`src/common/wdt_map.svh`:
```
// register offsets, reset values and timing counts of the watchdog block
`ifndef WDT_MAP_SVH
`define WDT_MAP_SVH

`define WDT_OFF_CTRL      4'h0
`define WDT_OFF_STAT      4'h1
`define WDT_OFF_MASK      4'h2

`define WDT_CTRL_POR_VAL  8'h80
`define WDT_EV_W          2
`define WDT_EV_TIMEOUT    0
`define WDT_EV_ARMED      1

`define WDT_CNT_W         24
`define WDT_RST_WAIT_CYC  10'h200
`define WDT_START_CYC     2'h2

`endif

```
`src/common/wdt_pkg.sv`:
```
// types shared by the watchdog supervisor
package wdt_pkg;

  typedef logic [7:0] wdt_byte_t;

  // supervisor_control_register layout, bit 7 down to bit 0
  typedef struct packed {
    logic       por;
    logic       irq_en;
    logic [1:0] ivl;
    logic       flag;
    logic       cause;
    logic       rst_en;
    logic       restart;
  } wdt_ctrl_t;

  typedef struct packed {
    logic       wr;
    logic       rd;
    logic [3:0] addr;
    wdt_byte_t  data;
  } wdt_bus_t;

  typedef enum logic [3:0] {
    ST_OFF   = 4'b0001,
    ST_START = 4'b0010,
    ST_COUNT = 4'b0100,
    ST_ARMED = 4'b1000
  } wdt_state_t;

endpackage

```
`src/wdt_top.sv`:
```
// watchdog supervisor with interval timer, reset countdown and register port
// Functional notes
// - both enables low stops and gates watchdog
// - disabled watchdog holds both counters cleared
// - counting starts one to three cycles after enable
// - divider chain; interval select picks timeout
// - writing restart bit clears interval count
// - timeout always sets the timeout flag
// - interrupt needs flag, enable, global, mask, idle
// - device reset only with reset enable set
// - after timeout count 512 more cycles
// - window expiry resets; restart or flag clear cancels
// - watchdog reset sets cause flag until cleared
// - interrupt and reset functions act independently
// - reset without interrupt enable raises no request
// - every reset clears interval, flag, restart bits
// - interval change restarts count unless countdown runs
// - power-on flag set by power-on reset or by a control write of 1
//
// Our own choices: strobed register access and the register addresses.
`timescale 1ns/1ps
`include "wdt_map.svh"

module wdt_top #(
  parameter int IVL_EXP0 = 12,
  parameter int IVL_EXP1 = 15,
  parameter int IVL_EXP2 = 18,
  parameter int IVL_EXP3 = 21
) (
  input  wire logic             CLK,               // system clock
  input  wire logic             RST_B,             // power-on reset, low
  input  wire logic             OTHER_RST,         // other reset pulse
  input  wire logic [3:0]       ADDR,              // register address
  input  wire logic [7:0]       WDATA,             // write data
  input  wire logic             WR,                // write strobe
  input  wire logic             RD,                // read strobe
  output wdt_pkg::wdt_byte_t    RDATA,             // read data
  input  wire logic             GLOBAL_IRQ_ENABLE, // cpu global enable
  input  wire logic             SYSTEM_IRQ_MASK,   // system irq mask
  input  wire logic             IRQ_IN_SERVICE,    // irq being serviced
  output logic                  WDT_IRQ_REQ,       // gated timeout request
  output logic                  DEV_RESET_REQ,     // device reset pulse
  output logic                  IRQ                // masked status level
);
  import wdt_pkg::*;

  logic [1:0]              rst_sync;
  logic                    rst_n;
  wdt_bus_t                bus;
  wdt_ctrl_t               ctrl;
  wdt_ctrl_t               wctrl;
  wdt_ctrl_t               next_ctrl;
  wdt_state_t              state;
  wdt_state_t              next_state;
  logic [`WDT_CNT_W-1:0]   div_cnt;
  logic [`WDT_CNT_W-1:0]   next_div_cnt;
  logic [9:0]              rst_cnt;
  logic [9:0]              next_rst_cnt;
  logic [1:0]              dly;
  logic [1:0]              next_dly;
  logic [`WDT_EV_W-1:0]    stat;
  logic [`WDT_EV_W-1:0]    mask;
  logic [`WDT_EV_W-1:0]    ev;
  logic [`WDT_EV_W-1:0]    next_stat;
  wdt_byte_t               next_rdata;

  wire                     wr_ctrl;
  wire                     wr_mask;
  wire                     rd_stat;
  wire                     enabled;
  wire                     restart;
  wire                     ivl_change;
  wire                     limit_hit;
  wire                     timeout;
  wire                     cancel;
  wire                     wd_fire;
  wire                     sys_rst;
  wire                     irq_gate;

  function automatic logic hit(input logic [3:0] a, input logic [3:0] off);
    hit = (a == off);
  endfunction

  function automatic logic [`WDT_CNT_W-1:0] ivl_limit(input logic [1:0] sel);
    case (sel)
      2'h0:    ivl_limit = (`WDT_CNT_W'(1) << IVL_EXP0) - `WDT_CNT_W'(1);
      2'h1:    ivl_limit = (`WDT_CNT_W'(1) << IVL_EXP1) - `WDT_CNT_W'(1);
      2'h2:    ivl_limit = (`WDT_CNT_W'(1) << IVL_EXP2) - `WDT_CNT_W'(1);
      default: ivl_limit = (`WDT_CNT_W'(1) << IVL_EXP3) - `WDT_CNT_W'(1);
    endcase
  endfunction

  // reset release through two flops
  always_ff @(posedge CLK or negedge RST_B) begin
    if (!RST_B) begin
      rst_sync <= 2'h0;
    end else begin
      rst_sync <= {rst_sync[0], 1'b1};
    end
  end
  assign rst_n = rst_sync[1];

  assign bus = '{wr: WR, rd: RD, addr: ADDR, data: WDATA};
  assign wctrl = wdt_ctrl_t'(bus.data);

  assign wr_ctrl    = bus.wr && hit(bus.addr, `WDT_OFF_CTRL);
  assign wr_mask    = bus.wr && hit(bus.addr, `WDT_OFF_MASK);
  assign rd_stat    = bus.rd && hit(bus.addr, `WDT_OFF_STAT);
  assign enabled    = ctrl.irq_en || ctrl.rst_en;
  assign restart    = wr_ctrl && wctrl.restart;
  assign ivl_change = wr_ctrl && (wctrl.ivl != ctrl.ivl);
  assign limit_hit  = (div_cnt == ivl_limit(ctrl.ivl));
  // restart in the same cycle as the terminal count wins
  assign timeout    = (state == ST_COUNT) && enabled && limit_hit &&
                      !restart && !ivl_change;
  assign cancel     = restart || !ctrl.flag || !ctrl.rst_en;
  assign wd_fire    = (state == ST_ARMED) && ctrl.rst_en && !cancel &&
                      (rst_cnt == `WDT_RST_WAIT_CYC - 10'h1);
  assign sys_rst    = wd_fire || OTHER_RST;
  assign irq_gate   = ctrl.flag && ctrl.irq_en && GLOBAL_IRQ_ENABLE &&
                      SYSTEM_IRQ_MASK && !IRQ_IN_SERVICE;

  // watchdog sequencer
  always_comb begin
    next_state   = state;
    next_div_cnt = div_cnt;
    next_rst_cnt = rst_cnt;
    next_dly     = dly;
    case (state)
      ST_OFF: begin
        next_div_cnt = '0;
        next_rst_cnt = '0;
        next_dly     = 2'h0;
        if (enabled) begin
          next_state = ST_START;
        end
      end
      ST_START: begin
        next_dly = dly + 2'h1;
        if (dly == `WDT_START_CYC - 2'h1) begin
          next_state = ST_COUNT;
        end
      end
      ST_COUNT: begin
        if (restart || ivl_change) begin
          next_div_cnt = '0;
        end else if (timeout) begin
          next_div_cnt = '0;
          next_rst_cnt = '0;
          if (ctrl.rst_en) begin
            next_state = ST_ARMED;
          end
        end else begin
          next_div_cnt = div_cnt + `WDT_CNT_W'(1);
        end
      end
      ST_ARMED: begin
        // interval changes are ignored while the countdown runs
        if (cancel) begin
          next_state   = ST_COUNT;
          next_div_cnt = '0;
          next_rst_cnt = '0;
        end else begin
          next_rst_cnt = rst_cnt + 10'h1;
        end
      end
      default: begin
        next_state = ST_OFF;
      end
    endcase
    if (!enabled || sys_rst) begin
      next_state   = ST_OFF;
      next_div_cnt = '0;
      next_rst_cnt = '0;
      next_dly     = 2'h0;
    end
  end

  // control register update
  always_comb begin
    next_ctrl = ctrl;
    if (wr_ctrl) begin
      next_ctrl.por    = wctrl.por;
      next_ctrl.irq_en = wctrl.irq_en;
      next_ctrl.ivl    = wctrl.ivl;
      next_ctrl.flag   = wctrl.flag;
      next_ctrl.cause  = wctrl.cause;
      next_ctrl.rst_en = wctrl.rst_en;
    end
    next_ctrl.restart = 1'b0;
    if (timeout) begin
      next_ctrl.flag = 1'b1;
    end
    if (wd_fire) begin
      next_ctrl.cause = 1'b1;
    end
    if (sys_rst) begin
      next_ctrl.ivl  = 2'h0;
      next_ctrl.flag = 1'b0;
    end
  end

  assign ev = {`WDT_EV_W{1'b0}} |
              (`WDT_EV_W'(timeout) << `WDT_EV_TIMEOUT) |
              (`WDT_EV_W'(timeout && ctrl.rst_en) << `WDT_EV_ARMED);
  // a read clears the status, but an event in that cycle survives
  assign next_stat = (rd_stat ? {`WDT_EV_W{1'b0}} : stat) | ev;

  always_comb begin
    next_rdata = 8'h00;
    if (bus.rd) begin
      case (bus.addr)
        `WDT_OFF_CTRL: next_rdata = wdt_byte_t'(ctrl);
        `WDT_OFF_STAT: next_rdata = 8'(stat);
        `WDT_OFF_MASK: next_rdata = 8'(mask);
        default:       next_rdata = 8'h00;
      endcase
    end
  end

  // the power-on flag is set by the power-on reset and by a control write of 1
  always_ff @(posedge CLK or negedge rst_n) begin
    if (!rst_n) begin
      ctrl <= wdt_ctrl_t'(`WDT_CTRL_POR_VAL);
    end else begin
      ctrl <= next_ctrl;
    end
  end

  always_ff @(posedge CLK or negedge rst_n) begin
    if (!rst_n) begin
      state   <= ST_OFF;
      div_cnt <= '0;
      rst_cnt <= 10'h0;
      dly     <= 2'h0;
    end else begin
      state   <= next_state;
      div_cnt <= next_div_cnt;
      rst_cnt <= next_rst_cnt;
      dly     <= next_dly;
    end
  end

  always_ff @(posedge CLK or negedge rst_n) begin
    if (!rst_n) begin
      stat <= '0;
      mask <= '0;
    end else begin
      stat <= next_stat;
      mask <= wr_mask ? bus.data[`WDT_EV_W-1:0] : mask;
    end
  end

  always_ff @(posedge CLK or negedge rst_n) begin
    if (!rst_n) begin
      RDATA         <= 8'h00;
      WDT_IRQ_REQ   <= 1'b0;
      DEV_RESET_REQ <= 1'b0;
      IRQ           <= 1'b0;
    end else begin
      RDATA         <= next_rdata;
      WDT_IRQ_REQ   <= irq_gate;
      DEV_RESET_REQ <= wd_fire;
      IRQ           <= |(next_stat & mask);
    end
  end
endmodule

```
`config.mk`:
```
export PLATFORM = sky130hd
export DESIGN_NAME = wdt_top
export DESIGN_NICKNAME = d
export VERILOG_FILES = /design/src/common/wdt_pkg.sv /design/src/wdt_top.sv
export VERILOG_INCLUDE_DIRS = /design/src /design/src/common
export SDC_FILE = /design/constraint.sdc
export NUM_CORES = 1
export LEC_CHECK = 0
export ABC_AREA = 1
export BUFFER_PORTS_ARGS = -buffer_cell sky130_fd_sc_hd__buf_2
export CORE_AREA = 10 10 78 147
export CTS_BUF_LIST = sky130_fd_sc_hd__clkbuf_8
export DETAILED_ROUTE_END_ITERATION = 7
export DIE_AREA = 0 0 88 157
export SKIP_LAST_GASP = 1
export SYNTH_ARGS = -nofsm -noshare
export SYNTH_HDL_FRONTEND = slang
export SYNTH_SLANG_ARGS = --single-unit
```
`constraint.sdc`:
```
create_clock -name CLK -period 2.02 [get_ports CLK]
set_clock_uncertainty 0.05 [all_clocks]
set_input_delay 0 -clock CLK [delete_from_list [all_inputs] [get_ports CLK]]
set_output_delay 0 -clock CLK [all_outputs]
set_load 0.05 [all_outputs]
```
Yosys cells after proc, flatten, opt, wreduce, memory -nomap -nowiden
Index checks and enable logic that the tools add are counted.
Widths: inputs -> output; s select.

operators by class
  equality and inequality tests = 18
  bitwise operators = 3
  muxes and demuxes = 28
  $add $sub $neg = 3
  reductions and logical operators = 41

operator list
  kind                   count
  $mux 24                4
  $pmux 24 s3            1
  $pmux 21 s3            1
  $mux 10                4
  $pmux 10 s3            1
  $mux 4                 7
  $add 24x1->24 const B  1
  $eq 24x24->1           1
  $pmux 8 s3             1
  $logic_and 1x1->1      17
  $pmux 4 s4             1
  $ne 3x2->1 const B     4
  $add 10x1->10 const B  1
  $eq 10x9->1 const B    1
  $eq 4x1->1 const B     2
  $eq 4x2->1 const B     2
  $mux 8                 1
  $logic_not 1->1        7
  $logic_or 1x1->1       6
  $ne 3x3->1 const B     2
  $reduce_and 6->1       1
  $reduce_bool 3->1      2
  $mux 5                 1
  $eq 2x1->1 const B     2
  19 further kinds       22

storage, ports and cells
  word-level logic and storage cells = 110
  input bits = 20
  flip-flop bits (word level) = 64
  output and inout port bits = 11

Depth between registers and ports, before layout
  depth in word-level cells = 12
  mapped depth = 13

Worst setup path before layout
Ideal clock, no wire load.

  kind = register -> register
  start = register rst_cnt[0]
  end = register div_cnt[19]
  setup time = 0.114 ns
  data arrival time = 1.618 ns
  slack = 0.238 ns
  buffers on the path = 1
  required time = 1.856 ns
  cell stages (with the launch flop) = 14
  cells stage by stage = dfrtp_1 > ha_1 > inv_1 > nor2_2 > nand2_2 > nor2_4 > nand3_4 > nand4_4 > nand2_4 > inv_4 > nand2_2 > inv_4 > buf_12 > nor2_2

between the ends
  longest elaborated chain between the ends = 6
  elaborated cells on any way between the ends = 8
  those cells by class = eq/ne (2); mux (1); reduce/logical (5)

ends and longest elaborated chain
  what                                                              RTL line        text
  start, declared                                                   wdt_top.sv:57   logic [9:0] rst_cnt;
  start signal, assigned                                            wdt_top.sv:239  rst_cnt <= next_rst_cnt;
  $eq 10x9->1 (*)                                                   wdt_top.sv:118  (rst_cnt == `WDT_RST_WAIT_CYC - 10'h1);
  $logic_and 1x1->1 (*)                                             wdt_top.sv:117  assign wd_fire = (state == ST_ARMED) && ctrl.rst_en && !cancel &&
  $logic_or 1x1->1 (*)                                              wdt_top.sv:119  assign sys_rst = wd_fire || OTHER_RST;
  $logic_or 1x1->1 (*)                                              wdt_top.sv:171  if (!enabled || sys_rst) begin
  $ne 3x2->1 (no source line) or $reduce_bool 4->1 (tied branches)  n/a
  $reduce_and 2->1 (no source line)                                 n/a
  end signal, assigned                                              wdt_top.sv:238  div_cnt <= next_div_cnt;
  end, declared                                                     wdt_top.sv:55   logic [`WDT_CNT_W-1:0] div_cnt;

Every way passes the cells marked *; elsewhere a longest branch is shown, timed or not.
A chain may end at the register's enable or synchronous reset.

Final worst setup path
  start = register div_cnt[0]
  end = register IRQ

between the ends
  longest elaborated chain between the ends = 9

ends and longest elaborated chain
  what                             RTL line        text
  $eq 24x24->1                     wdt_top.sv:112  assign limit_hit = (div_cnt == ivl_limit(ctrl.ivl));
  $logic_and 1x1->1 (2 in series)  wdt_top.sv:114  assign timeout = (state == ST_COUNT) && enabled && limit_hit &&
  $logic_and 1x1->1                wdt_top.sv:115  !restart && !ivl_change;
  $logic_and 1x1->1                wdt_top.sv:205  (`WDT_EV_W'(timeout && ctrl.rst_en) << `WDT_EV_ARMED);
  $or 1x2->2                       wdt_top.sv:203  assign ev = {`WDT_EV_W{1'b0}} |
  $or 2x2->2                       wdt_top.sv:207  assign next_stat = (rd_stat ? {`WDT_EV_W{1'b0}} : stat) | ev;
  net next_stat[1]                 wdt_top.sv:64   logic [`WDT_EV_W-1:0] next_stat;
  $and 2x2->2                      wdt_top.sv:264  IRQ <= |(next_stat & mask);
  $reduce_or 2->1                  wdt_top.sv:264
  end signal, assigned             wdt_top.sv:264
  end, declared                    wdt_top.sv:43   output logic IRQ

The timed path passes the listed nets, and every way through them passes these cells.

==> run_results.csv <==
group,metric,value,unit
floorplan,initial_utilization,42.57,%
pwr,leakagePower,2.235,nW
yosys,syn_area,3915,um2
floorplan,die_h,157,um
drt,drt-pass1-iter-count,6,
floorplan,row_count,50,
min_path,hp-class,"primary input to flop",
yosys,ys_warn_count,0,
yosys,postSynthAreaPerCell,7.558,um2
floorplan,core_region_area,9196,um2
clock_tree,clk_pin_slew,0.08,ns
global_route,grt_max_degree,63,
setup_path,critPathLaunchType,"flop",
final_layout,syn_to_final_growth,22.95,%
clock_tree,tritoncts,"built",
setup_path,cp_slowest_stage_delay,0.43,ns
yosys,synthAdderAreaFrac,0.9588,%
pwr,vdd_drop_max,0.4314,mV
floorplan,io_pins,31,
timing,period_share,93.10,%
timing,finalSetupViolations,0,
final_layout,nets,615,
yosys,ys_ff_latch,64,
yosys,yosys.area_share.simple,40.65,%
placed_design,placed_cell_area,4288,um2
drt,vias,3515,
final_layout,final_area,4813,um2
clock_tree,numCtsBuffers,9,
pwr,p_per_area,640.5,nW/um2
setup_path,cp_data_arrival_time,2.13,ns
yosys,yosysSeqAreaShare,40.97,%
floorplan,die_w,88,um
placed_design,gp_congestion,0.9300,
setup_path,worstPathCellList,"ha_4 -> nand2_2 -> nor2_4 -> nand4_1 -> nor2_2 -> nand4_4 -> buf_4 -> o21ai_2 -> nand2_1 -> nand2_1",
global_route,grt_pass1_wl,17.08,mm
setup_path,cp_common_cell,"nand2_1",
global_route,grt_util_all_layers,15.35,%
yosys,synth-edff-count,0,
drt,detail_route.iter0.violations,176,
clock_tree,htreeDepth,3,
yosys,synth_most_common_cell,"nand2_1",
setup_path,cp_slowest_cell,"dfrtp_1",
yosys,async_reset_ff_share,100.0,%
yosys,synth-xor-area-share,3.132,%
timing,fmax,0.5317,GHz
setup_path,worstSetupPathType,"flop to flop",
yosys,yosysTopAreaCell,"dfrtp_1",
yosys,synth_top_cell_area_share,39.63,%
yosys,synth_top_family_by_area,"simple AND/OR/NAND/NOR gates",
placed_design,port_buffers,30,
global_route,grt_pass1_vias,3576,
final_layout,drive_gt1_share,21.44,%
yosys,synth_common_cells,"149 x nand2_1, 66 x inv_1, 62 x dfrtp_1, 49 x nor2_1, 37 x nand3_1",
yosys,ys.flop_type,"dfrtp_1",
timing,rsz0062_at_grt,"yes",
drt,ant_nets,0,
setup_path,required,2.27,ns
setup_path,path_max_fanout,4,
drt,via_per_inst,5.014,
yosys,synth_cell_type_count,34,
timing,layout_min_cycle_time,1.881,ns
drt,drt-total-wl,10.19,mm
drt,avgRoutedWirePerCell,14.53,um
final_layout,diodes,0,
yosys,syn-num-nets,541,
final_layout,fin_util,52.34,%
yosys,synthMuxAreaShare,0,%
yosys,ys_top_cells_by_area,"dfrtp_1 40%, nand2_1 14%, inv_1 6.3%",
job,drv_cap,0,
global_route,antenna_found_initial,0,
timing,finalHoldViolCount,0,
placed_design,dp_hpwl,7.209,mm
clock_tree,clk_latency,0.36,ns
global_route,gr-total-overflow,0,
clock_tree,cts_max_path_buffers,2,
timing,slew_viol_final,0,
setup_path,cp-end-kind,"flop",
floorplan,die-area,13820,um2
outcome,outcome,"complete, no violations",
clock_tree,cts_sinks,64,
yosys,syn_inst,518,
clock_tree,cts_root_buf,"clkbuf_8",
yosys,synth_compound_area_share,4.794,%
drt,drc,0,
final cells by class:
class / count / area, um2
Inverter: 73 / 284.0
Tap cell: 104 / 130.1
Multi-Input combinational cell: 373 / 1999
Clock buffer: 9 / 123.9
Timing Repair inverter: 1 / 6.256
Timing Repair Buffer: 70 / 568.0
Fill cell: 870 / 4383
Clock inverter: 7 / 96.34
Sequential cell: 64 / 1605
registers in the layout, summed over array words and instances (netlist names):
| name | cells |
|---|---|
| rst_sync | 2 |
| mask | 2 |
| DEV_RESET_REQ | 1 |
| rst_cnt | 10 |
| dly | 2 |
| WDT_IRQ_REQ | 1 |
| stat | 2 |
| div_cnt | 24 |
| state | 4 |
| RDATA | 8 |
| IRQ | 1 |
| ctrl | 7 |
cell families (layout without fill, tap and decap cells):
group,after synthesis,count (layout)
compound gates,35,35
simple gates,320,320
xor+xnor,14,14
flops,64,64
fa+ha+maj,3,3
other cells,1,1
buf+inv,81,160
per-layer routing:
layer / track usage [%] / wire, um / vias up
li1: - / - / 1803
met1: 19.90 / 4670 / 1637
met2: 23.75 / 4904 / 59
met3: 3.468 / 389 / 16
met4: 6.336 / 223 / 0
met5: 0 / 0 / -
critical path: cells and delay by family (launching register included):
kind | cells | cell delay [ns]
buf+inv | 1 | 0.19
compound gates | 1 | 0.12
fa+ha+maj | 1 | 0.17
flops | 1 | 0.43
simple gates | 7 | 0.87
what timing repair did:
item / in CTS / in global routing
endpoints found under the setup margin: 0 / 23
setup buffers: 0 / 1
hold buffers: 18 / 0
resized for setup: 0 / 13
hold endpoints to repair: 16 / 0
path summary, 6_finish.rpt:
path / start / to / slack [ns] / cells after the start
setup / recovery: div_cnt[0]$_DFFE_PN0P_ / IRQ$_DFF_PN0_ / 0.14 / 10
hold / removal: ADDR[3] / mask[0]$_DFFE_PN0P_ / 0.02 / 4
setup reg to reg: div_cnt[0]$_DFFE_PN0P_ / IRQ$_DFF_PN0_ / 0.14 / 10
hold reg to reg: rst_sync[1]$_DFF_PN0_ / RDATA[0]$_DFF_PN0_ / 0.22 / 1
max in group asynchronous: RST_B / rst_sync[1]$_DFF_PN0_ / 1.36 / 3
min in group asynchronous: rst_sync[1]$_DFF_PN0_ / RDATA[0]$_DFF_PN0_ / 0.22 / 1
where the power goes:
part           leakage, nW  total, mW  internal, mW  switching, mW
sequential           0.873       1.36          1.33         0.0344
clock                0.101       1.24         0.693          0.543
combinational         1.26      0.483         0.172          0.311
metrics by stage:
step           setup WS (ns)  hold slack, ns  cells   TNS, ns  total power, mW
3_5_place_dp         0.04947         -0.2647    663         0            1.796
2_1_floorplan        0.05950         -0.3456    518         0            1.665
3_3_place_gp          0.1325         -0.2632    663         0            1.790
5_1_grt             -0.01869         0.05969    701  -0.01869            3.208
4_1_cts              0.05000        0.004659    697         0            3.070
6_report              0.1393         0.01603    701         0            3.083
cell usage in the layout, fill, tap and decap left out, types with 8 or more instances in the layout:
cell           instances
nor3_1                13
buf_4                 17
nor2_2                16
dlygate4sd3_1         18
nand4_1               23
nor2_1                47
clkbuf_8               9
o21ai_0               25
inv_1                 66
nor2_4                 8
nand3_1               37
dfrtp_1               61
xor2_1                13
buf_2                 30
nand2_1              148
(Power assumes the default switching activity.)
